<file path="src/design/dcc_pkg.sv">
// package for the d-channel control channel master and transmit selector
// assumes a 32-channel serial interface and an axi4-lite register bus
package dcc_pkg;
	localparam int NUM_CH = 32;                                   // d-channels served
	localparam int CH_W   = 5;                                    // channel/port field width
	localparam int ADDR_W = 8;                                    // byte address width
	// register byte offsets
	localparam logic [7:0] OFF_MODE   = 8'h00;                    // arbiter_mode_register
	localparam logic [7:0] OFF_DCE    = 8'h04;                    // channel_enable_mask
	localparam logic [7:0] OFF_DEST   = 8'h08;                    // transmit_destination_register
	localparam logic [7:0] OFF_BCG    = 8'h0C;                    // broadcast_group_registers
	localparam logic [7:0] OFF_SHADOW = 8'h10;                    // channel_enable_shadow, read only
	localparam logic [7:0] OFF_STATE  = 8'h14;                    // arbiter_state_register view
	localparam logic [7:0] OFF_CM     = 8'h80;                    // control memory, 32 words
	// field positions
	localparam int MODE_MASTER_BIT = 0;                           // master_enable_bit
	localparam int MODE_CODING_BIT = 1;                           // control_coding_select
	localparam int DEST_BCAST_BIT  = 7;                           // broadcast select in destination
	localparam int CI_BLOCK_BIT    = 2;                           // c/i bit that says blocked
	localparam int STATE_SUSP_BIT  = 10;                          // effective suspension flag
	// reset values
	localparam logic [1:0]  MODE_RST = 2'h0;
	localparam logic [31:0] MASK_RST = 32'h0000_0000;
	localparam logic [7:0]  DEST_RST = 8'h00;
	// clock mode under which the arbiter may leave suspension
	localparam logic [2:0] ARB_CLK_MODE = 3'h3;
	// axi responses
	localparam logic [1:0] RESP_OKAY   = 2'h0;
	localparam logic [1:0] RESP_SLVERR = 2'h2;
	// assignment state machine states, one-hot
	typedef enum logic [4:0] {
		ST_SUSPENDED = 5'h01,
		ST_FULL      = 5'h02,
		ST_LIMITED   = 5'h04,
		ST_EXPECT    = 5'h08,
		ST_RECEIVE   = 5'h10
	} dcc_asm_state_t;
	// one control channel word: monitor_ready_bit plus c/i field
	typedef struct packed {
		logic       mr;
		logic [3:0] ci;
	} dcc_cc_word_t;
	// per-slot output carrier
	typedef struct packed {
		logic [CH_W-1:0] channel;
		dcc_cc_word_t    word;
	} dcc_cc_slot_t;
endpackage

</file>
<file path="src/design/dcc_ctrl_mem.sv">
// control memory: 32 control channel words, one write port, two read ports
// assumes a single clock; read data appear one edge after the address
`timescale 1ns/10ps
`default_nettype none
module dcc_ctrl_mem (
	input  wire logic                     clk,
	input  wire logic                     we,
	input  wire logic [dcc_pkg::CH_W-1:0] waddr,
	input  wire dcc_pkg::dcc_cc_word_t    wdata,
	input  wire logic [dcc_pkg::CH_W-1:0] raddr_a,
	output var  dcc_pkg::dcc_cc_word_t    rdata_a,
	input  wire logic [dcc_pkg::CH_W-1:0] raddr_b,
	output var  dcc_pkg::dcc_cc_word_t    rdata_b
);
	dcc_pkg::dcc_cc_word_t mem [dcc_pkg::NUM_CH];  // storage, no reset: software fills it

	// write port
	always_ff @(posedge clk) begin
		if (we) begin
			mem[waddr] <= wdata;
		end
	end

	// registered reads, slot port and bus port
	always_ff @(posedge clk) begin
		rdata_a <= mem[raddr_a];
		rdata_b <= mem[raddr_b];
	end
endmodule // dcc_ctrl_mem
`default_nettype wire

</file>
<file path="src/design/dcc_master.sv">
// control channel master and transmit channel selector with axi4-lite registers
// assumes the assignment state machine, slot timing and frame commands come from
// neighbouring logic on the same clock; inputs are synchronous to clk
//
// The address map and the AXI4-Lite slave port were chosen for this implementation.
`timescale 1ns/10ps
`default_nettype none
// How it works
// - unenabled channel gets control memory value
// - suspended with master enable: memory value
// - master enable off: masked channels available
// - full selection: masked channels available, immediately
// - limited selection: mask AND shadow
// - expect/receive: only addressed channel may pass
// - clearing addressed mask bit blocks it now
// - coding select picks mr or c/i code
// - master enable off: independent of clock mode
// - available channel: generated available code
// - blocked channel: memory value unchanged
// - mask-cleared channel always gets memory value
// - route frame to channel or broadcast group
// - back-to-back frames need no idle gap
// - clock mode other than 3 means suspended
// - end of frame clears served shadow bit
module dcc_master (
	input  wire logic                          clk,
	input  wire logic                          reset,
	// axi4-lite slave
	input  wire logic [dcc_pkg::ADDR_W-1:0]    s_axi_awaddr,
	input  wire logic                          s_axi_awvalid,
	output var  logic                          s_axi_awready,
	input  wire logic [31:0]                   s_axi_wdata,
	input  wire logic [3:0]                    s_axi_wstrb,
	input  wire logic                          s_axi_wvalid,
	output var  logic                          s_axi_wready,
	output var  logic [1:0]                    s_axi_bresp,
	output var  logic                          s_axi_bvalid,
	input  wire logic                          s_axi_bready,
	input  wire logic [dcc_pkg::ADDR_W-1:0]    s_axi_araddr,
	input  wire logic                          s_axi_arvalid,
	output var  logic                          s_axi_arready,
	output var  logic [31:0]                   s_axi_rdata,
	output var  logic [1:0]                    s_axi_rresp,
	output var  logic                          s_axi_rvalid,
	input  wire logic                          s_axi_rready,
	// assignment state machine side
	input  wire dcc_pkg::dcc_asm_state_t       asm_state,
	input  wire logic [dcc_pkg::CH_W-1:0]      asm_channel,
	input  wire logic [2:0]                    hdlc_clock_mode,
	input  wire logic                          shadow_load,
	input  wire logic                          end_of_frame,
	// control channel slot request and answer
	input  wire logic                          slot_strobe,
	input  wire logic [dcc_pkg::CH_W-1:0]      slot_channel,
	output var  logic                          cc_valid,
	output var  dcc_pkg::dcc_cc_slot_t         cc_slot,
	// transmit channel selector
	input  wire logic                          transmit_frame_command,
	output var  logic                          tx_select_valid,
	output var  logic [dcc_pkg::NUM_CH-1:0]    tx_select_mask
);
	////////////////////////////////////////////////////////////////////////////
	// registers
	logic [1:0]                 mode_reg;       // master enable, coding select
	logic [31:0]                dce_reg;        // channel_enable_mask
	logic [31:0]                shadow_reg;     // channel_enable_shadow
	logic [7:0]                 dest_reg;       // transmit_destination_register
	logic [31:0]                bcg_reg;        // broadcast_group_registers
	// axi state
	logic [dcc_pkg::ADDR_W-1:0] aw_addr_reg;    // captured write address
	logic                       aw_have_reg;    // write address held
	logic [31:0]                w_data_reg;     // captured write data
	logic [3:0]                 w_strb_reg;     // captured strobes
	logic                       w_have_reg;     // write data held
	logic [dcc_pkg::ADDR_W-1:0] ar_addr_reg;    // captured read address
	logic                       rd_pend_reg;    // waiting one edge for memory
	logic                       rd_mem_reg;     // memory word of the new address arriving
	// slot pipeline
	logic                       s1_valid_reg;   // memory read under way
	logic [dcc_pkg::CH_W-1:0]   s1_ch_reg;      // its channel
	dcc_pkg::dcc_cc_word_t      cm_slot;        // memory word for the slot
	dcc_pkg::dcc_cc_word_t      cm_bus;         // memory word for the bus
	logic                       do_write;       // both halves of a write held
	logic                       cm_we;          // write targets control memory
	logic                       suspended;      // effective suspension
	logic                       avail;          // arbiter grants the slot channel
	dcc_pkg::dcc_cc_word_t      word_next;      // word going out

	// merge a write word under byte strobes
	function automatic logic [31:0] apply_strb(input logic [31:0] old_v, input logic [31:0] new_v,
		input logic [3:0] strb);
		logic [31:0] r;
		r = old_v;
		for (int i = 0; i < 4; i++) begin
			if (strb[i]) begin
				r[i*8 +: 8] = new_v[i*8 +: 8];
			end
		end
		return r;
	endfunction

	// true when a byte address falls inside the control memory window
	function automatic logic is_cm(input logic [dcc_pkg::ADDR_W-1:0] a);
		return a[7] == dcc_pkg::OFF_CM[7];
	endfunction

	// address of a mapped register; any byte address in the control memory window counts
	function automatic logic is_mapped(input logic [dcc_pkg::ADDR_W-1:0] a);
		return is_cm(a) || a == dcc_pkg::OFF_MODE || a == dcc_pkg::OFF_DCE || a == dcc_pkg::OFF_DEST
			|| a == dcc_pkg::OFF_BCG || a == dcc_pkg::OFF_SHADOW || a == dcc_pkg::OFF_STATE;
	endfunction

	////////////////////////////////////////////////////////////////////////////
	// control memory
	assign do_write = aw_have_reg && w_have_reg && !s_axi_bvalid;
	assign cm_we    = do_write && is_cm(aw_addr_reg) && w_strb_reg[0];

	dcc_ctrl_mem u_mem (
		.clk     (clk),
		.we      (cm_we),
		.waddr   (aw_addr_reg[6:2]),
		.wdata   (dcc_pkg::dcc_cc_word_t'(w_data_reg[4:0])),
		.raddr_a (slot_channel),
		.rdata_a (cm_slot),
		.raddr_b (ar_addr_reg[6:2]),
		.rdata_b (cm_bus)
	);

	////////////////////////////////////////////////////////////////////////////
	// axi write channel: address and data taken in either order
	always_ff @(posedge clk) begin
		if (reset) begin
			s_axi_awready <= 1'b0;
			s_axi_wready  <= 1'b0;
			aw_have_reg   <= 1'b0;
			w_have_reg    <= 1'b0;
			s_axi_bvalid  <= 1'b0;
			s_axi_bresp   <= dcc_pkg::RESP_OKAY;
			aw_addr_reg   <= '0;
			w_data_reg    <= '0;
			w_strb_reg    <= '0;
		end else begin
			s_axi_awready <= !aw_have_reg && !(s_axi_awvalid && s_axi_awready) && !s_axi_bvalid;
			s_axi_wready  <= !w_have_reg && !(s_axi_wvalid && s_axi_wready) && !s_axi_bvalid;
			if (s_axi_awvalid && s_axi_awready) begin
				aw_have_reg <= 1'b1;
				aw_addr_reg <= s_axi_awaddr;
			end
			if (s_axi_wvalid && s_axi_wready) begin
				w_have_reg <= 1'b1;
				w_data_reg <= s_axi_wdata;
				w_strb_reg <= s_axi_wstrb;
			end
			// both held: commit and answer
			if (do_write) begin
				aw_have_reg  <= 1'b0;
				w_have_reg   <= 1'b0;
				s_axi_bvalid <= 1'b1;
				s_axi_bresp  <= is_mapped(aw_addr_reg) ? dcc_pkg::RESP_OKAY : dcc_pkg::RESP_SLVERR;
			end else if (s_axi_bvalid && s_axi_bready) begin
				s_axi_bvalid <= 1'b0;
			end
		end
	end

	// software registers; masks and mode act on the very next slot
	always_ff @(posedge clk) begin
		if (reset) begin
			mode_reg <= dcc_pkg::MODE_RST;
			dce_reg  <= dcc_pkg::MASK_RST;
			dest_reg <= dcc_pkg::DEST_RST;
			bcg_reg  <= dcc_pkg::MASK_RST;
		end else if (do_write) begin
			case (aw_addr_reg)
				dcc_pkg::OFF_MODE: begin
					if (w_strb_reg[0]) mode_reg <= w_data_reg[1:0];
				end
				dcc_pkg::OFF_DCE:  dce_reg <= apply_strb(dce_reg, w_data_reg, w_strb_reg);
				dcc_pkg::OFF_DEST: begin
					if (w_strb_reg[0]) dest_reg <= w_data_reg[7:0];
				end
				dcc_pkg::OFF_BCG:  bcg_reg <= apply_strb(bcg_reg, w_data_reg, w_strb_reg);
				default: ;
			endcase
		end
	end

	////////////////////////////////////////////////////////////////////////////
	// axi read channel: two edges to rvalid so memory words come from a register
	always_ff @(posedge clk) begin
		if (reset) begin
			s_axi_arready <= 1'b0;
			s_axi_rvalid  <= 1'b0;
			s_axi_rdata   <= '0;
			s_axi_rresp   <= dcc_pkg::RESP_OKAY;
			rd_pend_reg   <= 1'b0;
			rd_mem_reg    <= 1'b0;
			ar_addr_reg   <= '0;
		end else begin
			s_axi_arready <= !rd_pend_reg && !rd_mem_reg && !s_axi_rvalid && !(s_axi_arvalid && s_axi_arready);
			if (s_axi_arvalid && s_axi_arready) begin
				ar_addr_reg <= s_axi_araddr;
				rd_pend_reg <= 1'b1;
			end
			// the memory port only sees the new address at the edge after the take
			if (rd_pend_reg) begin
				rd_pend_reg <= 1'b0;
				rd_mem_reg  <= 1'b1;
			end
			if (rd_mem_reg) begin
				rd_mem_reg   <= 1'b0;
				s_axi_rvalid <= 1'b1;
				s_axi_rresp  <= is_mapped(ar_addr_reg) ? dcc_pkg::RESP_OKAY : dcc_pkg::RESP_SLVERR;
				// state view shows the block's own decision inputs
				if (is_cm(ar_addr_reg)) begin
					s_axi_rdata <= {27'h0, cm_bus};
				end else begin
					case (ar_addr_reg)
						dcc_pkg::OFF_MODE:   s_axi_rdata <= {30'h0, mode_reg};
						dcc_pkg::OFF_DCE:    s_axi_rdata <= dce_reg;
						dcc_pkg::OFF_DEST:   s_axi_rdata <= {24'h0, dest_reg};
						dcc_pkg::OFF_BCG:    s_axi_rdata <= bcg_reg;
						dcc_pkg::OFF_SHADOW: s_axi_rdata <= shadow_reg;
						dcc_pkg::OFF_STATE:  s_axi_rdata <= {21'h0, suspended, asm_state, asm_channel};
						default:             s_axi_rdata <= 32'h0000_0000;
					endcase
				end
			end else if (s_axi_rvalid && s_axi_rready) begin
				s_axi_rvalid <= 1'b0;
			end
		end
	end

	////////////////////////////////////////////////////////////////////////////
	// shadow mask: loaded from the enable mask, served bit dropped at frame end
	always_ff @(posedge clk) begin
		if (reset) begin
			shadow_reg <= dcc_pkg::MASK_RST;
		end else if (shadow_load || end_of_frame) begin
			// load first, then the clear of the served channel
			shadow_reg <= (shadow_load ? dce_reg : shadow_reg)
				& ~(end_of_frame ? (32'h0000_0001 << asm_channel) : 32'h0000_0000);
		end
	end

	////////////////////////////////////////////////////////////////////////////
	// arbitration decision for the slot whose memory word has just arrived
	// other clock modes hold the state machine suspended
	assign suspended = (asm_state == dcc_pkg::ST_SUSPENDED) || (hdlc_clock_mode != dcc_pkg::ARB_CLK_MODE);

	always_comb begin
		avail = 1'b0;
		if (!mode_reg[dcc_pkg::MODE_MASTER_BIT]) begin
			// master disabled: mask alone decides, any state or clock mode
			avail = dce_reg[s1_ch_reg];
		end else if (suspended) begin
			avail = 1'b0;
		end else begin
			case (asm_state)
				dcc_pkg::ST_FULL:    avail = dce_reg[s1_ch_reg];
				dcc_pkg::ST_LIMITED: avail = dce_reg[s1_ch_reg] && shadow_reg[s1_ch_reg];
				// only the addressed channel, and only while still masked
				dcc_pkg::ST_EXPECT,
				dcc_pkg::ST_RECEIVE: avail = dce_reg[s1_ch_reg] && (s1_ch_reg == asm_channel);
				default:             avail = 1'b0;
			endcase
		end
	end

	// available sets mr or clears the c/i block bit of the memory word; anything else passes it
	always_comb begin
		word_next = cm_slot;
		if (avail) begin
			if (mode_reg[dcc_pkg::MODE_CODING_BIT]) begin
				word_next.mr = 1'b1;
			end else begin
				word_next.ci[dcc_pkg::CI_BLOCK_BIT] = 1'b0;
			end
		end
	end

	// slot pipeline: strobe, memory edge, output edge
	always_ff @(posedge clk) begin
		if (reset) begin
			s1_valid_reg <= 1'b0;
			s1_ch_reg    <= '0;
			cc_valid     <= 1'b0;
			cc_slot      <= '0;
		end else begin
			s1_valid_reg <= slot_strobe;
			s1_ch_reg    <= slot_channel;
			cc_valid     <= s1_valid_reg;
			if (s1_valid_reg) begin
				cc_slot <= {s1_ch_reg, word_next};
			end
		end
	end

	////////////////////////////////////////////////////////////////////////////
	// transmit channel selector: latched per command, so frames may follow
	// one another every cycle with no idle gap
	always_ff @(posedge clk) begin
		if (reset) begin
			tx_select_valid <= 1'b0;
			tx_select_mask  <= '0;
		end else begin
			tx_select_valid <= transmit_frame_command;
			if (transmit_frame_command) begin
				tx_select_mask <= dest_reg[dcc_pkg::DEST_BCAST_BIT] ? bcg_reg
					: (32'h0000_0001 << dest_reg[dcc_pkg::CH_W-1:0]);
			end
		end
	end
endmodule // dcc_master
`default_nettype wire

</file>
<file path="config.mk">
export PLATFORM = sky130hd
export DESIGN_NAME = dcc_master
export DESIGN_NICKNAME = d
export VERILOG_FILES = /design/src/design/dcc_pkg.sv /design/src/design/dcc_ctrl_mem.sv /design/src/design/dcc_master.sv
export SDC_FILE = /design/constraint.sdc
export NUM_CORES = 1
export LEC_CHECK = 0
export ABC_AREA = 0
export BUFFER_PORTS_ARGS = -buffer_cell sky130_fd_sc_hd__buf_2
export CAP_MARGIN = 0
export CORE_MARGIN = 3
export CORE_UTILIZATION = 39
export CTS_CLUSTER_SIZE = 30
export DETAILED_ROUTE_END_ITERATION = 8
export HOLD_SLACK_MARGIN = 0.03
export PLACE_DENSITY = 0.62
export RECOVER_POWER = 100
export SLEW_MARGIN = 20
export SYNTH_ARGS = -nofsm -noshare
export SYNTH_HDL_FRONTEND = slang
export SYNTH_SLANG_ARGS = --single-unit
</file>
<file path="constraint.sdc">
create_clock -name clk -period 2.7 [get_ports clk]
set_input_delay 0.54 -clock clk [delete_from_list [all_inputs] [get_ports clk]]
set_output_delay 0.54 -clock clk [all_outputs]
set_load 0.02 [all_outputs]
</file>
=== Word level (Yosys, flattened, before mapping) ===
Memories as Yosys holds them, arrays and structs flattened. A register that Yosys moved wholly into a read port is not among the register bits.
Index checks and enable logic that the tools add are counted.

* Register bits after elaboration: 253
* Bits in writable memories: 160
* Input bits: 81
* Output and inout bits: 85
* Word-level logic and storage cells: 143
* Memories kept: 1

* Order comparisons: 1
* Equal/unequal tests: 17
* Shift operators: 2
* Mux-type cells: 26
* Bitwise gates (word level): 2
* Reductions and logical operators: 59

{| class="wikitable"
|+ Memory list
! name !! depth !! bits a word !! rd ports !! clocked after memory_dff !! wr ports !! RTL line !! RTL
|-
| u_mem.mem || 32 || 5 || 2 || 2 || 1 || dcc_ctrl_mem.sv:15 || <nowiki>dcc_pkg::dcc_cc_word_t mem [dcc_pkg::NUM_CH];</nowiki>
|}

{| class="wikitable"
|+ Operator list
! cell !! count
|-
| $pmux W32 S6 || 1
|-
| $mux W32 || 4
|-
| $shl A1 B5 Y32 const A || 2
|-
| $and A32 B32 Y32 || 1
|-
| $eq A8 B4 Y1 const B || 4
|-
| $eq A8 B5 Y1 const B || 4
|-
| $not A32 Y32 || 1
|-
| $reduce_and A3 Y1 || 10
|-
| $logic_and A1 B1 Y1 || 18
|-
| $eq A8 B3 Y1 const B || 2
|-
| $logic_not A8 Y1 || 2
|-
| $mux W1 || 16
|-
| $logic_or A1 B1 Y1 || 14
|-
| $bmux W1 S5 || 2
|-
| $logic_not A1 Y1 || 9
|-
| $reduce_or A2 Y1 || 4
|-
| $lt A5 B6 Y1 const B || 1
|-
| $eq A5 B1 Y1 const B || 1
|-
| $eq A5 B2 Y1 const B || 1
|-
| $eq A5 B3 Y1 const B || 1
|-
| $eq A5 B4 Y1 const B || 1
|-
| $eq A5 B5 Y1 || 1
|-
| $eq A5 B5 Y1 const B || 1
|-
| $mux W2 || 2
|-
| other kinds (3) || 4
|}

=== Logic depth before layout (Yosys ltp) ===
Gate-level depths: netlist (run 1).

* Word-level depth: 8
* Gate-level depth with buffers: 9
* Mapped depth without buffers: 6

=== By module ===
A second synthesis (run 1) with hierarchy kept.

* Cells, all modules: 1,538
* Area total of the unflattened synthesis: 18,316.3 sq um

{| class="wikitable"
|+ By module, submodules not included
! module !! instances !! cells an instance !! area each (sq um) !! seq. area each (sq um)
|-
| dcc_master || 1 || 1,190 || 10,642.7 || 5,024.8
|-
| dcc_ctrl_mem || 1 || 348 || 7,673.6 || 5,004.8
|}

=== Worst setup path after synthesis (run 1) ===
Ideal clock, no wire load.

* Kind: input port to flip-flop
* Start: input port slot_channel[0] (netlist name)
* End: register u_mem.rdata_a[0] (netlist name)
* Setup time: 121 ps
* Data arrival time: 2,482 ps
* Required time: 2,579 ps
* Setup slack: 97 ps
* Stages: 5
* Path buffers: 2
* Cell sequence: clkbuf_1 > buf_1 > mux4_2 > mux4_2 > mux2_2

{| class="wikitable"
|+ RTL lines
! element !! RTL line !! RTL
|-
| start: declaration || dcc_master.sv:54 || <nowiki>input wire logic [dcc_pkg::CH_W-1:0] slot_channel,</nowiki>
|}

=== Worst setup path after layout (run 1) ===
* Start: register ar_addr_reg[6] (netlist name)
* End: register s_axi_rdata[31]

* Cells in the longest elaborated chain, start to end: 3
* Elaborated cells on any way between the ends: 8
* Classes of those cells: 5 x eq/ne; 2 x mux; 1 x reduce/logical

{| class="wikitable"
|+ Ends and longest elaborated chain
! element !! RTL line !! RTL
|-
| start: declaration || dcc_master.sv:75 || <nowiki>logic [dcc_pkg::ADDR_W-1:0] ar_addr_reg;</nowiki>
|-
| start signal: assignment || dcc_master.sv:202 || <nowiki>ar_addr_reg <= s_axi_araddr;</nowiki>
|-
| $eq A8 B5 Y1, or another cell as far along || dcc_master.sv:218 || <nowiki>case (ar_addr_reg)</nowiki>
|-
| $pmux W32 S6 (*) || dcc_master.sv:218 ||
|-
| $mux W32 (*) || dcc_master.sv:215 || <nowiki>if (is_cm(ar_addr_reg)) begin</nowiki>
|-
| end signal: assignment || dcc_master.sv:216 || <nowiki>s_axi_rdata <= {27'h0, cm_bus};</nowiki>
|-
| end signal: assignment || dcc_master.sv:219 || <nowiki>dcc_pkg::OFF_MODE: s_axi_rdata <= {30'h0, mode_reg};</nowiki>
|-
| end signal: assignment || dcc_master.sv:220 || <nowiki>dcc_pkg::OFF_DCE: s_axi_rdata <= dce_reg;</nowiki>
|-
| end: declaration || dcc_master.sv:42 || <nowiki>output var logic [31:0] s_axi_rdata,</nowiki>
|}

Mark *: on every way between the ends. The rest lies on a longest branch, timed or not.
A chain may end at the register's enable or synchronous reset.

==> results of run 1 <==
per-stage QoR:
stage	setup slack, ns	area (sq um)	power, mW
detailed placement	0.234	19800	7.86
CTS	0.219	21300	14.1
global route	0.0748	21100	14.4
finish	0.171	21100	14.0
global placement	0.302	19800	7.84
floorplan	0.0974	18200	7.51
cell families (layout without fill, tap and decap cells):
kind of cell    after synthesis  in the layout  synth area share [%]
compound gates              313            313                  11.3
other cells                   1              3                0.0206
flops                       421            421                  55.0
simple gates                507            507                  12.2
xor+xnor                      6              6                 0.288
mux                         196            196                  18.3
buf+inv                     132            312                  2.98
metal layers:
| layer | GRT usage, % | wire [um] | vias up |
|---|---|---|---|
| met1 | 28.8 | 22200 | 6806 |
| met4 | 7.82 | 1830 | 2 |
| met3 | 3.78 | 4520 | 116 |
| met5 | 0 | 13 | - |
| met2 | 36.2 | 26800 | 679 |
| li1 | - | - | 6179 |
final cells by class:
class / count / area [sq um]
antenna: 1 / 2.50
clock buffer: 64 / 1290
clock inverter: 19 / 209
fill: 4209 / 24700
inverter: 5 / 18.8
multi-input combinational: 1024 / 7680
sequential: 421 / 10000
tap: 600 / 751
timing repair buffer: 224 / 1090
repair_timing:
item	in CTS	in global routing
hold endpoints to repair	0	0
buffers inserted	0	0
hold buffers	0	0
resized for setup	0	1
endpoints found under the setup margin	0	1
worst max-delay path by stage:
stage,startpoint,to,slack (ns),cells after the start
4_1_cts,ar_addr_reg[6],s_axi_rdata[8],0.22,6
2_1_floorplan,slot_channel[0],u_mem.rdata_a[0],0.1,5
6_report,ar_addr_reg[6],s_axi_rdata[31],0.17,6
5_1_grt,ar_addr_reg[6],s_axi_rdata[21],0.07,6
3_3_place_gp,ar_addr_reg[6],s_axi_rdata[8],0.30,6
3_5_place_dp,ar_addr_reg[6],s_axi_rdata[8],0.23,6
power breakdown:
group | internal (mW) | total, mW | switching, mW
Combinational | 0.358 | 0.863 | 0.505
Sequential | 6.69 | 6.84 | 0.156
Clock | 3.72 | 6.28 | 2.56
placed cells by master (no fill, tap or decap), drive strengths merged, types with 4 or more instances in the layout:
cell type	count
a211oi	66
a21oi	127
a222oi	27
a22oi	40
and2	11
and3	5
buf	105
bufinv	4
clkbuf	183
clkinv	10
dfxtp	261
edfxtp	160
inv	8
mux2	18
mux2i	70
mux4	108
nand2	286
nand2b	7
nand3	13
nand3b	11
nor2	113
nor2b	19
nor3	10
nor3b	6
nor4	7
o21ai	26
xor2	5
==> impl_metrics.py, run 1 <==
metrics = {
    "status": {
        "status": "complete, but fails checks",
        "violations": "capacitance limit, slew limit",
    },
    "placed_design": {
        "dp_hpwl_mm": 39.5,
        "gp_congestion": 0.897,
        "dp_cells": 2274,
        "portBuffers": 163,
    },
    "floorplanning": {
        "die_area_sq_mm": 0.0494,
        "die_x_um": 222,
        "initial_utilization_pct": 39.9,
        "pin_count": 166,
        "chipHeight_um": 222,
        "num_rows": 78,
        "coreArea_sq_mm": 0.0458,
    },
    "worst_setup_path": {
        "critPathSlowestCell": "or4_1",
        "end_kind": "flip-flop",
        "r2r-end": "s_axi_rdata[31]",
        "arrival_ns": 3.03,
        "path_cells": "or4_1 > nor4b_1 > and2b_1 > buf_4 > a222oi_1 > o21ai_0",
        "r2r_start": "ar_addr_reg[6]",
        "cp_slowest_stage_delay_ns": 0.59,
        "crit_buf_inv": 1,
        "worst-r2r-cell-count": 6,
        "cp_top_family": "simple AND/OR/NAND/NOR gates",
        "critPathMaxFanout": 16,
        "crit_type": "flip-flop to flip-flop",
        "cp-start-kind": "flip-flop",
        "cp.required_ns": 3.20,
        "reg2reg_setup_slack_ns": 0.17,
    },
    "global_route": {
        "overflow": 0,
        "grt_max_degree": 124,
        "grt_antenna_before_repair": 2,
        "grt_pass1_vias": 13500,
        "grt_pass1_wl_mm": 82.8,
        "gr-usage-all-layers_pct": 21.8,
    },
    "layout": {
        "fin_util_pct": 46.0,
        "fin_cells": 2358,
        "fin_nets": 1803,
        "regMostFlops": "u_mem.mem",
        "largest_register_ffs": 160,
        "layout-drive-gt1-share_pct": 18.1,
        "area_delta_synth_final_pct": 15.5,
    },
    "clock_network": {
        "cts_buffer_depth": 3,
        "cts-htree-levels": 2,
        "cts_tree": "built",
        "insertion_delay_ns": 0.58,
        "cts_sinks": 421,
        "cts_made_buffers": 46,
        "cts.clk_slew.worst_paths_ns": 0.06,
        "cts_root_buf": "clkbuf_16",
    },
    "yosys": {
        "synth_top_area_cell": "dfxtp_1",
        "async_flop_share_pct": 0,
        "synthTopCellsByArea": "dfxtp_1 29%, edfxtp_1 26%, mux4_2 13%",
        "synth_edf_count": 160,
        "synthDominantCellAreaShare_pct": 28.6,
        "synth_ff_type": "dfxtp_1",
        "ys_top_cells_by_count": "286 x nand2_1, 261 x dfxtp_1, 160 x edfxtp_1, 127 x a21oi_1, 112 x nor2_1",
        "ys.warnings.count": 0,
        "synth.most_common_cell": "nand2_1",
        "ys_ff_latch": 421,
        "seq_area_frac_synth_pct": 55.0,
        "yosysUniqueCellTypes": 59,
        "syn-cell-area_sq_mm": 0.0182,
        "postSynthAreaPerCell_sq_um": 11.6,
        "synthCells": 1576,
    },
    "sta": {
        "rsz0062_at_grt": "false",
        "slew-limit-headroom_pct": -11.1,
        "fin_hold_ws_ns": 0.175,
        "hold_violations": 0,
        "max_freq_mhz": 395,
        "slew_violations": 226,
        "period_share_pct": 93.7,
        "tns_ns": 0,
        "finalSetupViolCount": 0,
        "fin_worst_skew_ns": 0.0140,
        "fin_crit_ns": 2.53,
        "timing_worst_slew_pin_value_ns": 1.67,
    },
    "pwr": {
        "p_leak_nw": 6.65,
        "pwr_density_cell_mw_per_mm2": 664,
        "max-vdd-ir-drop_mv": 0.497,
    },
    "routing": {
        "dr.first_iter.drc_count": 1709,
        "wl_per_cell_um": 23.5,
        "routed_via_density": 5.84,
        "firstDrtPassIters": 6,
        "wirelength_mm": 55.3,
        "vias": 13800,
        "drt.antenna.violating_nets": 0,
        "drcViolationCount": 0,
    },
    "min_path": {
        "hold_path_depth": 2,
        "worst_hold_path.endpoint": "s1_valid_reg",
        "min-delay-start": "slot_strobe",
        "min_path_type": "input port to flip-flop",
    },
    "run": {
        "maxCapViolCount": 6,
    },
}
Note: power is estimated with default switching activity, not from simulation.
==> run 2: changes to the inputs <==
--- a/config.mk
+++ b/config.mk
@@ -13,7 +13,7 @@
 export CTS_CLUSTER_SIZE = 30
 export DETAILED_ROUTE_END_ITERATION = 8
 export HOLD_SLACK_MARGIN = 0.03
-export PLACE_DENSITY = 0.62
+export PLACE_DENSITY = 0.56
 export RECOVER_POWER = 100
 export SLEW_MARGIN = 20
 export SYNTH_ARGS = -nofsm -noshare
==> impl_metrics.py, run 2 (same netlist as run 1, synthesis figures left out) <==
metrics = {
    "layout": {
        "nFillCells": 4275,
        "antenna_cells": 0,
        "area_delta_synth_final_pct": 15.5,
        "layout-drive-gt1-share_pct": 18.0,
        "final_cell_mix": "286 x nand2_1, 260 x dfxtp_1, 160 x edfxtp_1, 127 x a21oi_1, 124 x clkbuf_1",
        "design_area_sq_mm": 0.0211,
        "regMostFlops": "u_mem.mem",
        "fin_nets": 1800,
        "final_common_cell": "nand2_1",
        "largest_register_ffs": 160,
    },
    "routing": {
        "wirelength_mm": 54.9,
        "wl_per_cell_um": 23.3,
        "dr.first_iter.drc_count": 1174,
        "vias": 13500,
        "firstDrtPassIters": 9,
        "drt.antenna.violating_nets": 0,
        "routed_via_density": 5.75,
        "drcViolationCount": 2,
    },
    "floorplanning": {
        "pin_count": 166,
        "coreArea_sq_mm": 0.0458,
        "initial_utilization_pct": 39.9,
        "chipHeight_um": 222,
        "die_area_sq_mm": 0.0494,
        "num_rows": 78,
        "die_x_um": 222,
    },
    "sta": {
        "fin_worst_skew_ns": 0.0117,
        "max_freq_mhz": 384,
        "slew_violations": 369,
        "rsz0062_at_grt": "false",
        "slew-limit-headroom_pct": -31.1,
        "period_share_pct": 96.5,
        "finalSetupViolCount": 0,
        "setup_ws_ns": 0.0944,
        "tns_ns": 0,
        "timing_worst_slew_pin_value_ns": 1.97,
        "hold_violations": 0,
        "fin_crit_ns": 2.61,
    },
    "clock_network": {
        "cts_made_buffers": 46,
        "cts.clk_slew.worst_paths_ns": 0.06,
        "insertion_delay_ns": 0.57,
        "cts_tree": "built",
        "post-cts-setup-buffer-count": 0,
        "cts_sinks": 421,
        "cts-htree-levels": 2,
        "cts_buffer_depth": 3,
        "cts_root_buf": "clkbuf_16",
        "hold_buffers": 0,
        "post_cts_resized": 0,
    },
    "pwr": {
        "max-vdd-ir-drop_mv": 0.472,
        "finalPower_mw": 13.8,
        "pwr_density_cell_mw_per_mm2": 656,
        "p_leak_nw": 6.66,
    },
    "min_path": {
        "min_path_type": "input port to flip-flop",
        "min-delay-start": "slot_strobe",
        "worst_hold_path.endpoint": "s1_valid_reg",
        "hold_path_depth": 2,
    },
    "worst_setup_path": {
        "critPathMaxFanout": 12,
        "end_kind": "flip-flop",
        "r2r-end": "u_mem.rdata_b[3]",
        "cp-start-kind": "flip-flop",
        "crit_type": "flip-flop to flip-flop",
        "arrival_ns": 3.07,
        "cp.required_ns": 3.16,
        "reg2reg_setup_slack_ns": 0.09,
        "r2r_start": "ar_addr_reg[3]",
        "worst-r2r-cell-count": 4,
    },
    "placed_design": {
        "dp_hpwl_mm": 39.3,
        "pre_cts_ws_ns": 0.245,
        "gp_congestion": 0.880,
        "portBuffers": 163,
        "placed_area_sq_mm": 0.0199,
    },
    "global_route": {
        "grt_pass1_vias": 13100,
        "overflow": 0,
        "gr-usage-all-layers_pct": 21.6,
        "grt_pass1_wl_mm": 82.2,
        "grt_antenna_before_repair": 1,
        "grt_max_degree": 141,
    },
    "run": {
        "maxCapViolCount": 7,
    },
    "status": {
        "status": "complete, but fails checks",
        "violations": "DRC, capacitance limit, slew limit",
    },
}
==> run 2: report_power, final <==
group	switching, mW	internal (mW)	leakage, nW	total [mW]
registers	0.113	6.69	3.47	6.80
logic	0.551	0.365	2.48	0.916
clock network	2.53	3.58	0.711	6.11
total	3.19	10.6	6.66	13.8
==> run 2: cell type report <==
| cell class | instances | area [sq um] | share of cell area, % |
|---|---|---|---|
| clock buffer | 69 | 1330 | 6.30 |
| clock inverter | 13 | 119 | 0.564 |
| inverter | 5 | 18.8 | 0.0890 |
| multi-input combinational | 1024 | 7680 | 36.4 |
| sequential | 421 | 10000 | 47.6 |
| tap | 600 | 751 | 3.56 |
| timing repair buffer | 221 | 1150 | 5.44 |
==> run 2: worst max-delay path by stage <==
stage                             to  slack, ns       startpoint  cells past startpoint
finish              u_mem.rdata_b[3]       0.09   ar_addr_reg[3]                      4
global route             bcg_reg[11]       0.04       w_have_reg                      7
CTS                   s_axi_rdata[9]       0.23   ar_addr_reg[0]                      6
detailed placement    s_axi_rdata[9]       0.25   ar_addr_reg[0]                      6
global placement    u_mem.rdata_a[1]       0.26  slot_channel[0]                      5
floorplan           u_mem.rdata_a[0]        0.1  slot_channel[0]                      5
==> run 2: stage by stage <==
stage,std cells,hold slack [ns],utilization (%)
2_1_floorplan,1577,0.409,-
3_3_place_gp,2271,0.436,43.4
3_5_place_dp,2271,0.438,43.4
4_1_cts,2353,0.161,46.6
5_1_grt,2353,0.207,46.1
6_report,2353,0.190,46.1
==> run 2: critical path, stage by stage (launching register included) <==
cell and delay [ns]:
dfxtp_1 0.88, clkbuf_2 0.42, mux4_2 0.36, mux4_2 0.53
mux2_2 0.29
==> run 2: routing by layer <==
| metal | up-vias | share of wire [%] | wire length [um] | GRT usage (%) |
|---|---|---|---|---|
| met5 | - | 0.020 | 11 | 0 |
| met4 | 2 | 2.9 | 1600 | 7.31 |
| met3 | 100 | 6.9 | 3790 | 3.96 |
| met2 | 575 | 48 | 26300 | 34.8 |
| met1 | 6670 | 42 | 23200 | 29.5 |
| li1 | 6182 | - | - | - |
